### src/rtl/swc_pkg.sv
// Constants, field positions and types shared by both ends of the snooze wake control link
// Overview of operation
// - Hardware trigger during stop starts conversion autonomously
// - Snooze uses one-shot hardware-trigger-wait modes only
// - Arm snooze only with high-speed oscillator clock
// - Set snooze wake enable just before stop (code sets it in the same cycle as stop)
// - Set power enable after all settings (code sets it one cycle before snooze wake enable)
// - Grant clock, wait stabilization, then convert
// - Second mode register takes only two values
// - Trigger source is the interval timer interrupt
// - With check select clear, in-range result raises conversion end interrupt
// - With check select clear, out-of-range result raises no interrupt
// - Suppressed interrupt leaves stored result unchanged
// - Select mode interrupt returns to normal operation
// - Software clears snooze wake enable after wake
// - Scan mode hit keeps clock request high
// - Select mode miss drops clock request
// - Scan miss drops request after fourth channel
// - After a miss, return to stop and repeat
// - Temperature sensor or reference only in high-speed mode
// - Result codes have ten-bit resolution
// - One-shot end clears conversion-in-progress, converter stops
// - Scan converts four channels from first slot
package swc_pkg;
    // -------------------------------------------------------------------------
    // Timing
    // -------------------------------------------------------------------------
    localparam int CLK_PERIOD_PS   = 5000;
    localparam int STAB_TIME_NS    = 1000;
    localparam int CONV_TIME_NS    = 2000;
    localparam int STAB_CYCLES     = (STAB_TIME_NS * 1000 + CLK_PERIOD_PS - 1) / CLK_PERIOD_PS;
    localparam int CONV_CYCLES     = (CONV_TIME_NS * 1000 + CLK_PERIOD_PS - 1) / CLK_PERIOD_PS;
    localparam int TIMER_PERIOD    = 1000;
    localparam int CNT_W           = 16;
    // -------------------------------------------------------------------------
    // Register fields
    // -------------------------------------------------------------------------
    localparam int RES_W           = 10;
    localparam int CH_W            = 5;
    localparam int POWER_EN_BIT    = 0;
    localparam int SCAN_MODE_BIT   = 6;
    localparam int SNOOZE_WAKE_BIT = 2;
    localparam int CHECK_SEL_BIT   = 3;
    localparam int SCAN_SLOTS      = 4;
    localparam logic [7:0] MODE_B_SELECT_VAL = 8'he2;
    localparam logic [7:0] MODE_B_ALT_VAL    = 8'he3;
    localparam logic [1:0] TRIG_SEL_TIMER_A  = 2'h2;
    localparam logic [1:0] TRIG_SEL_TIMER_B  = 2'h3;
    localparam logic [4:0] CH_TEMP_SENSOR    = 5'h10;
    localparam logic [4:0] CH_INT_REF        = 5'h11;
    localparam logic [7:0] MODE_RESET        = 8'h00;
    localparam logic [7:0] LIMIT_UPPER_RESET = 8'hff;
    localparam logic [7:0] LIMIT_LOWER_RESET = 8'h00;

    typedef enum logic [2:0] {
        SWC_IDLE,
        SWC_GRANT,
        SWC_STAB,
        SWC_CONV,
        SWC_CHECK,
        SWC_WAKE
    } swc_dev_state_t;

    typedef enum logic [1:0] {
        SWC_RUN,
        SWC_CFG,
        SWC_PWR,
        SWC_SLEEP
    } swc_ctl_state_t;
endpackage

### src/rtl/swc_link_if.sv
// Interface joining the converter snooze end and the system control end
`timescale 1ns/1ps
`default_nettype none
interface swc_link_if;
    // Configuration images written by the control end
    logic [7:0] converter_mode_reg_a;
    logic [7:0] converter_mode_reg_b;
    logic [7:0] converter_mode_reg_c;
    logic [4:0] channel_select_reg;
    logic [7:0] result_upper_limit;
    logic [7:0] result_lower_limit;
    logic       stop_state;
    logic       interval_timer_irq;
    logic       clock_grant;
    // Status from the converter end
    logic       clock_request;
    logic       conversion_end_irq;
    logic [9:0] conversion_result;
    logic       conversion_in_progress;
    logic       wake;

    modport dev (
        input  converter_mode_reg_a, converter_mode_reg_b, converter_mode_reg_c,
        input  channel_select_reg, result_upper_limit, result_lower_limit,
        input  stop_state, interval_timer_irq, clock_grant,
        output clock_request, conversion_end_irq, conversion_result,
        output conversion_in_progress, wake
    );
    modport ctl (
        output converter_mode_reg_a, converter_mode_reg_b, converter_mode_reg_c,
        output channel_select_reg, result_upper_limit, result_lower_limit,
        output stop_state, interval_timer_irq, clock_grant,
        input  clock_request, conversion_end_irq, conversion_result,
        input  conversion_in_progress, wake
    );
endinterface
`default_nettype wire

### src/rtl/swc_dev.sv
// Converter end: snooze trigger, clock request, stabilization, conversion and window check
`timescale 1ns/1ps
`default_nettype none
module swc_dev #(
    parameter int STAB_CYCLES = swc_pkg::STAB_CYCLES,
    parameter int CONV_CYCLES = swc_pkg::CONV_CYCLES
) (
    input  wire logic       core_clk,
    input  wire logic       rst,
    swc_link_if.dev         link,

    // Analog front end
    output logic [4:0]      analog_channel,
    output logic            sample_strobe,
    input  wire logic [9:0] analog_code
);
    // -------------------------------------------------------------------------
    // State
    // -------------------------------------------------------------------------
    typedef struct packed {
        swc_pkg::swc_dev_state_t     state;
        logic [swc_pkg::CNT_W-1:0]   cnt;
        logic [1:0]                  slot;
        logic                        hit;

        logic                        clock_request;
        logic                        irq;
        logic [swc_pkg::RES_W-1:0]   result;

        logic                        busy;
        logic                        wake;

        logic [swc_pkg::CH_W-1:0]    channel;
        logic                        strobe;
    } swc_dev_reg_t;

    swc_dev_reg_t r;
    swc_dev_reg_t next_r;

    // -------------------------------------------------------------------------
    // Decoded configuration
    // -------------------------------------------------------------------------
    logic       power_en;
    logic       snooze_en;
    logic       scan_mode;
    logic       check_sel;

    logic       trig_is_timer;
    logic       trigger;

    logic [7:0] code_top;
    logic       in_window;
    logic       irq_ok;
    logic       last_slot;

    assign power_en  = link.converter_mode_reg_a[swc_pkg::POWER_EN_BIT];
    assign scan_mode = link.converter_mode_reg_a[swc_pkg::SCAN_MODE_BIT];

    assign snooze_en = link.converter_mode_reg_c[swc_pkg::SNOOZE_WAKE_BIT];
    assign check_sel = link.converter_mode_reg_c[swc_pkg::CHECK_SEL_BIT];

    // Only the interval timer interrupt can start a snooze conversion
    assign trig_is_timer = (link.converter_mode_reg_b[1:0] == swc_pkg::TRIG_SEL_TIMER_A)
                        || (link.converter_mode_reg_b[1:0] == swc_pkg::TRIG_SEL_TIMER_B);

    assign trigger = link.interval_timer_irq && trig_is_timer && power_en;

    // Window compare on the upper eight of the ten result bits
    assign code_top  = analog_code[swc_pkg::RES_W-1:2];
    assign in_window = (code_top >= link.result_lower_limit) && (code_top <= link.result_upper_limit);
    // Select bit chooses whether inside or outside the limits counts as a hit
    assign irq_ok    = check_sel ? !in_window : in_window;

    assign last_slot = !scan_mode || (r.slot == 2'(swc_pkg::SCAN_SLOTS - 1));

    // -------------------------------------------------------------------------
    // Next-state logic
    // -------------------------------------------------------------------------
    always_comb begin
        next_r        = r;

        next_r.irq    = 1'b0;
        next_r.wake   = 1'b0;
        next_r.strobe = 1'b0;

        case (r.state)
            // Stop state with snooze armed: wait for the timer trigger
            swc_pkg::SWC_IDLE: begin
                next_r.clock_request = 1'b0;
                if (link.stop_state && snooze_en && trigger) begin
                    next_r.clock_request = 1'b1;
                    next_r.busy          = 1'b1;
                    next_r.slot          = 2'h0;
                    next_r.hit           = 1'b0;
                    next_r.state         = swc_pkg::SWC_GRANT;
                end
            end

            // Oscillator requested; nothing counts until it is granted
            swc_pkg::SWC_GRANT: begin
                if (link.clock_grant) begin
                    next_r.cnt   = swc_pkg::CNT_W'(STAB_CYCLES - 1);
                    next_r.state = swc_pkg::SWC_STAB;
                end
            end

            // Full stabilization count must expire before any sampling
            swc_pkg::SWC_STAB: begin
                if (r.cnt == '0) begin
                    next_r.cnt     = swc_pkg::CNT_W'(CONV_CYCLES - 1);
                    next_r.channel = link.channel_select_reg;
                    next_r.strobe  = 1'b1;
                    next_r.state   = swc_pkg::SWC_CONV;
                end else begin
                    next_r.cnt = r.cnt - 1'b1;
                end
            end

            // Conversion time runs out; a new trigger restarts from slot zero
            swc_pkg::SWC_CONV: begin
                if (trigger) begin
                    next_r.slot    = 2'h0;
                    next_r.hit     = 1'b0;
                    next_r.channel = link.channel_select_reg;
                    next_r.strobe  = 1'b1;
                    next_r.cnt     = swc_pkg::CNT_W'(CONV_CYCLES - 1);
                end else if (r.cnt == '0) begin
                    next_r.state = swc_pkg::SWC_CHECK;
                end else begin
                    next_r.cnt = r.cnt - 1'b1;
                end
            end

            // Judge the code, store only on a hit
            swc_pkg::SWC_CHECK: begin
                if (irq_ok) begin
                    next_r.irq    = 1'b1;
                    next_r.result = analog_code;
                    next_r.hit    = 1'b1;
                end

                if (!last_slot) begin
                    // Scan walks the four slots in order from the first
                    next_r.slot    = r.slot + 2'h1;
                    next_r.channel = r.channel + 5'h01;
                    next_r.strobe  = 1'b1;
                    next_r.cnt     = swc_pkg::CNT_W'(CONV_CYCLES - 1);
                    next_r.state   = swc_pkg::SWC_CONV;
                end else begin
                    next_r.busy = 1'b0;
                    if (irq_ok || r.hit) begin
                        // Keep the oscillator and hand over to normal operation
                        next_r.clock_request = 1'b1;
                        next_r.wake          = 1'b1;
                        next_r.state         = swc_pkg::SWC_WAKE;
                    end else begin
                        // No hit anywhere: release the clock and sleep again
                        next_r.clock_request = 1'b0;
                        next_r.state         = swc_pkg::SWC_IDLE;
                    end
                end
            end

            // Normal operation until software drops the snooze enable
            swc_pkg::SWC_WAKE: begin
                if (!snooze_en) begin
                    next_r.clock_request = 1'b0;
                    next_r.state         = swc_pkg::SWC_IDLE;
                end
            end

            default: begin
                next_r.state = swc_pkg::SWC_IDLE;
            end
        endcase

        // Losing converter power aborts a grant wait, stabilization, conversion or check underway; the wake state is left alone
        if (!power_en && r.state != swc_pkg::SWC_IDLE && r.state != swc_pkg::SWC_WAKE) begin
            next_r.state         = swc_pkg::SWC_IDLE;
            next_r.busy          = 1'b0;
            next_r.clock_request = 1'b0;
        end
    end

    // -------------------------------------------------------------------------
    // State register
    // -------------------------------------------------------------------------
    always_ff @(posedge core_clk) begin
        if (rst) begin
            r <= '{state: swc_pkg::SWC_IDLE, default: '0};
        end else begin
            r <= next_r;
        end
    end

    // Outputs come straight from the state flops
    assign link.clock_request          = r.clock_request;
    assign link.conversion_end_irq     = r.irq;
    assign link.conversion_result      = r.result;
    assign link.conversion_in_progress = r.busy;
    assign link.wake                   = r.wake;

    assign analog_channel              = r.channel;
    assign sample_strobe               = r.strobe;
endmodule
`default_nettype wire

### src/flat_wrapper.sv
// flat-port wrapper written by rule: the top's interface ports become plain ports
module swc_dev_flat 
#(
    parameter int STAB_CYCLES = swc_pkg::STAB_CYCLES,
    parameter int CONV_CYCLES = swc_pkg::CONV_CYCLES
)
  (core_clk, rst, analog_channel, sample_strobe, analog_code, link_converter_mode_reg_a, link_converter_mode_reg_b, link_converter_mode_reg_c, link_channel_select_reg, link_result_upper_limit, link_result_lower_limit, link_stop_state, link_interval_timer_irq, link_clock_grant, link_clock_request, link_conversion_end_irq, link_conversion_result, link_conversion_in_progress, link_wake);
  swc_link_if link_i ();
  input  wire logic core_clk;
  input  wire logic rst;
  output logic [4:0] analog_channel;
  output logic sample_strobe;
  input  wire logic [9:0] analog_code;
  input wire logic [$bits(link_i.converter_mode_reg_a)-1:0] link_converter_mode_reg_a;
  input wire logic [$bits(link_i.converter_mode_reg_b)-1:0] link_converter_mode_reg_b;
  input wire logic [$bits(link_i.converter_mode_reg_c)-1:0] link_converter_mode_reg_c;
  input wire logic [$bits(link_i.channel_select_reg)-1:0] link_channel_select_reg;
  input wire logic [$bits(link_i.result_upper_limit)-1:0] link_result_upper_limit;
  input wire logic [$bits(link_i.result_lower_limit)-1:0] link_result_lower_limit;
  input wire logic [$bits(link_i.stop_state)-1:0] link_stop_state;
  input wire logic [$bits(link_i.interval_timer_irq)-1:0] link_interval_timer_irq;
  input wire logic [$bits(link_i.clock_grant)-1:0] link_clock_grant;
  output wire logic [$bits(link_i.clock_request)-1:0] link_clock_request;
  output wire logic [$bits(link_i.conversion_end_irq)-1:0] link_conversion_end_irq;
  output wire logic [$bits(link_i.conversion_result)-1:0] link_conversion_result;
  output wire logic [$bits(link_i.conversion_in_progress)-1:0] link_conversion_in_progress;
  output wire logic [$bits(link_i.wake)-1:0] link_wake;
  assign link_i.converter_mode_reg_a = link_converter_mode_reg_a;
  assign link_i.converter_mode_reg_b = link_converter_mode_reg_b;
  assign link_i.converter_mode_reg_c = link_converter_mode_reg_c;
  assign link_i.channel_select_reg = link_channel_select_reg;
  assign link_i.result_upper_limit = link_result_upper_limit;
  assign link_i.result_lower_limit = link_result_lower_limit;
  assign link_i.stop_state = link_stop_state;
  assign link_i.interval_timer_irq = link_interval_timer_irq;
  assign link_i.clock_grant = link_clock_grant;
  assign link_clock_request = link_i.clock_request;
  assign link_conversion_end_irq = link_i.conversion_end_irq;
  assign link_conversion_result = link_i.conversion_result;
  assign link_conversion_in_progress = link_i.conversion_in_progress;
  assign link_wake = link_i.wake;
  swc_dev #(.STAB_CYCLES(STAB_CYCLES), .CONV_CYCLES(CONV_CYCLES)) u_core (.core_clk(core_clk), .rst(rst), .link(link_i), .analog_channel(analog_channel), .sample_strobe(sample_strobe), .analog_code(analog_code));
endmodule
### config.mk
export PLATFORM = sky130hd
export DESIGN_NAME = swc_dev_flat
export DESIGN_NICKNAME = d
export VERILOG_FILES = /design/src/rtl/swc_pkg.sv /design/src/rtl/swc_link_if.sv /design/src/rtl/swc_dev.sv /design/src/flat_wrapper.sv
export SDC_FILE = /design/constraint.sdc
export NUM_CORES = 1
export LEC_CHECK = 0
export ABC_AREA = 1
export BUFFER_PORTS_ARGS = -buffer_cell sky130_fd_sc_hd__buf_2
export CAP_MARGIN = 20
export CORE_ASPECT_RATIO = 1.1
export CORE_UTILIZATION = 53
export DETAILED_ROUTE_END_ITERATION = 16
export PLACE_DENSITY = 0.87
export SETUP_SLACK_MARGIN = 0.2
export SLEW_MARGIN = 20
export SYNTH_ARGS = -nofsm -noshare
export SYNTH_HDL_FRONTEND = slang
export SYNTH_SLANG_ARGS = --single-unit
export TNS_END_PERCENT = 100
### constraint.sdc
create_clock -name core_clk -period 2.4 [get_ports core_clk]
set_clock_uncertainty 0.15 [all_clocks]
set_input_delay 0.24 -clock core_clk [delete_from_list [all_inputs] [get_ports core_clk]]
set_output_delay 0.24 -clock core_clk [all_outputs]
set_load 0.01 [all_outputs]
==> flow_metrics.env <==
export IMPL_vias_per_cell=5.21
export IMPL_cts_root_buf="clkbuf_8"
export IMPL_cpLargestDelayFamily="simple AND/OR/NAND/NOR gates"
export IMPL_io_pins=80
export IMPL_hold_violations=0
export IMPL_critPathArrivalTime_ps=2130
export IMPL_synthesis_nets=487
export IMPL_grt_pass1_vias=2460
export IMPL_dp_hpwl_um=4760
export IMPL_syn_area_per_cell_um2=6.92
export IMPL_clk_latency_ps=300
export IMPL_slew_violations=0
export IMPL_crit_fanout=16
export IMPL_initial_utilization_pct=55.6
export IMPL_cts_tree="done"
export IMPL_period_needed_ps=2080
export IMPL_end_kind="flip-flop"
export IMPL_hp_class="input port to flip-flop"
export IMPL_worstPathCellList="nor2_2 > nand2_1 > o22ai_2 > nor2_4 > nand2_8 > inv_8 > nand3_2 > o21ai_0 > a21oi_1"
export IMPL_switching_power_uw=1670
export IMPL_drt_first_pass_iters=5
export IMPL_antennaDiodeCount=0
export IMPL_worstHoldPathCells=3
export IMPL_synth_area_top_cells="dfxtp_1, nand2_1, ha_1, inv_1, a21oi_1"
export IMPL_numPortBuffers=60
export IMPL_fmax_mhz=480
export IMPL_drt_initial_drc_count=135
export IMPL_outcome="finished, final reports clean"
export IMPL_synth_most_common_cell="nand2_1"
export IMPL_reg2reg_depth=9
export IMPL_synthMuxAreaShare_pct=0
export IMPL_swShare_pct=48.7
export IMPL_totalWireLength_um=6020
export IMPL_finalSetupViolations=0
export IMPL_route_vias_total=2668
export IMPL_path_buf_inv=1
export IMPL_regArea_um2=841
export IMPL_netlist_instances=407
export IMPL_design_area_um2=3140
export IMPL_cts_sinks=42
export IMPL_wl_per_cell_um=11.8
export IMPL_crit_type="flip-flop to flip-flop"
export IMPL_fp_dieW_um=71.5
export IMPL_ant_nets=0
export IMPL_vdd_drop_max_mv=0.728
export IMPL_cts_buffers=5
export IMPL_yosysSeqAreaShare_pct=29.8
export IMPL_multiInputGateArea_um2=1590
export IMPL_max_cap_violations=0
export IMPL_combPwrFrac_pct=55.7
export IMPL_die_area_um2=5610
export IMPL_syn_to_final_growth_pct=11.5
export IMPL_final_setup_tns_ps=0
export IMPL_ys_types=42
export IMPL_gr_total_overflow=0
export IMPL_synth_top_cell_area_share_pct=29.8
export IMPL_p_total_uw=3430
export IMPL_coreArea_um2=5070
export IMPL_cts_path_max_buffers=2
export IMPL_synth_edf_count=0
export IMPL_internal_power_uw=1760
export IMPL_synth_xor_area_share_pct=1.87
export IMPL_relSlewSlack_pct=69.5
export IMPL_p_leak_uw=0.00162
export IMPL_htree_levels=2
export IMPL_rsz0062_at_grt="yes"
export IMPL_clkTransAtPathRegs_ps=90
export IMPL_critPathMaxStageDelay_ps=580
export IMPL_synth_common_cells="nand2_1, inv_1, nor2_1"
export IMPL_tightest_slew_ps=453
export IMPL_synth_compound_area_share_pct=12.3
export IMPL_row_count=27
export IMPL_grt_pass1_wl_um=10000
export IMPL_post_dp_cell_area_um2=3040
export IMPL_gp_congestion=0.904
export IMPL_netlist_area_um2=2820
export IMPL_nets=533
export IMPL_p_per_area_nw_per_um2=1090
export IMPL_crit_required_ps=2450
export IMPL_synth_area_leader_cell="dfxtp_1"
export IMPL_ys_seq_elements=42
export IMPL_yosys_area_share_simple_pct=33.1
export IMPL_synthFlopType="dfxtp_1"
export IMPL_die_h_um=78.5
export IMPL_synth_top_family_by_area="simple AND/OR/NAND/NOR gates"
export IMPL_yosys_warnings=0
export IMPL_synth_fa_ha_area_share_pct=8.88
export IMPL_final_core_util_pct=62.0
export IMPL_antenna_found_initial=0
export IMPL_grt_util_all_layers_pct=22.2
export IMPL_drt_drc_violations_left=0
export IMPL_grt_max_degree=23
export IMPL_async_flop_share_pct=0
export IMPL_cp_slowest_cell="dfxtp_1"
export IMPL_crit_path_start_kind="flip-flop"
export IMPL_cp_depth=9
export IMPL_min_period_over_period_pct=86.8
export IMPL_power_frac_seq_pct=29.8
export IMPL_p_clk_share_pct=14.4
export IMPL_drive_gt1_share_pct=22.2
export IMPL_hold_buffers=0
export IMPL_fillers=468
kinds of logic after synthesis:
group	Yosys count
compound gates	59
xor+xnor	6
fa+ha+maj	20
buf+inv	82
flops	42
simple gates	198
layout make-up:
class	instances	area share, %
Multi-Input combinational cell	283	50.6
Clock buffer	5	2.19
Sequential cell	42	26.8
Inverter	60	7.49
Clock inverter	3	0.837
Tap cell	58	2.31
Timing Repair Buffer	61	9.80
through the flow:
step | worst slack [ps] | cells | hold WS, ps
2_1_floorplan | 586 | 407 | 235
3_3_place_gp | 403 | 504 | 295
3_5_place_dp | 361 | 504 | 303
4_1_cts | 341 | 512 | 34.6
5_1_grt | 170 | 512 | 46.3
6_report | 317 | 512 | 38.8
tightest hold or removal path, stage by stage:
cell and delay [ps]:
buf_2 90, nand3_1 70, a21oi_1 60
metal layers:
metal  track usage (%)  wire length, um
met1              24.3             2490
met2              41.4             3100
met3              4.11              289
met4              9.02              139
met5                 0                0
what timing repair did:
| action | in CTS | in global routing |
|---|---|---|
| resized for setup | 0 | 1 |
| setup endpoints to repair | 0 | 11 |
| buffers inserted | 0 | 0 |
state kept, by name, indices dropped and copies added, names as in the netlist:
| name | cells |
|---|---|
| u_core.link.clock_request | 1 |
| u_core.link.conversion_in_progress | 1 |
| u_core.sample_strobe | 1 |
| u_core.analog_channel | 5 |
| u_core.link.wake | 1 |
| u_core.link.conversion_end_irq | 1 |
| u_core.r | 22 |
| u_core.link.conversion_result | 10 |
power by group through the flow:
stage | registers [uW] | clock network [uW] | logic (uW)
final | 1020 | 494 | 1910
after global routing | 1040 | 539 | 2140
after CTS | 1020 | 503 | 1880
after detailed placement | 1030 | 0 | 1870
after global placement | 1020 | 0 | 1810
after floorplan | 993 | 0 | 1580
cell usage in the layout, fill, tap and decap left out, types with 3 or more instances in the layout:
cell type  Yosys  layout
nand2_1       86      86
nor2_4         3       3
xor2_1         5       5
nor4_1         3       3
inv_6          0       3
buf_2          0      60
nand2_4        3       3
nand2_2        5       5
nand4_1        8       8
nand3_1       26      25
a21o_1         3       3
o21ai_0        8       8
nand3_2        2       3
a21oi_1       34      34
dfxtp_1       42      42
clkbuf_8       0       5
nor2_2         6       6
nor3_1         7       7
inv_1         54      54
ha_1          20      20
nor2_1        44      44
inv_2          4       4
final timing paths:
kind / slack (ps) / end / from
max: 320 / u_core.r[35] / u_core.r[40]
min: 40 / u_core.link.conversion_result[1] / analog_code[1]
max reg2reg: 320 / u_core.r[35] / u_core.r[40]
min reg2reg: 320 / u_core.link.conversion_result[3] / u_core.link.conversion_result[3]
Note: power is estimated with default switching activity, not from simulation.
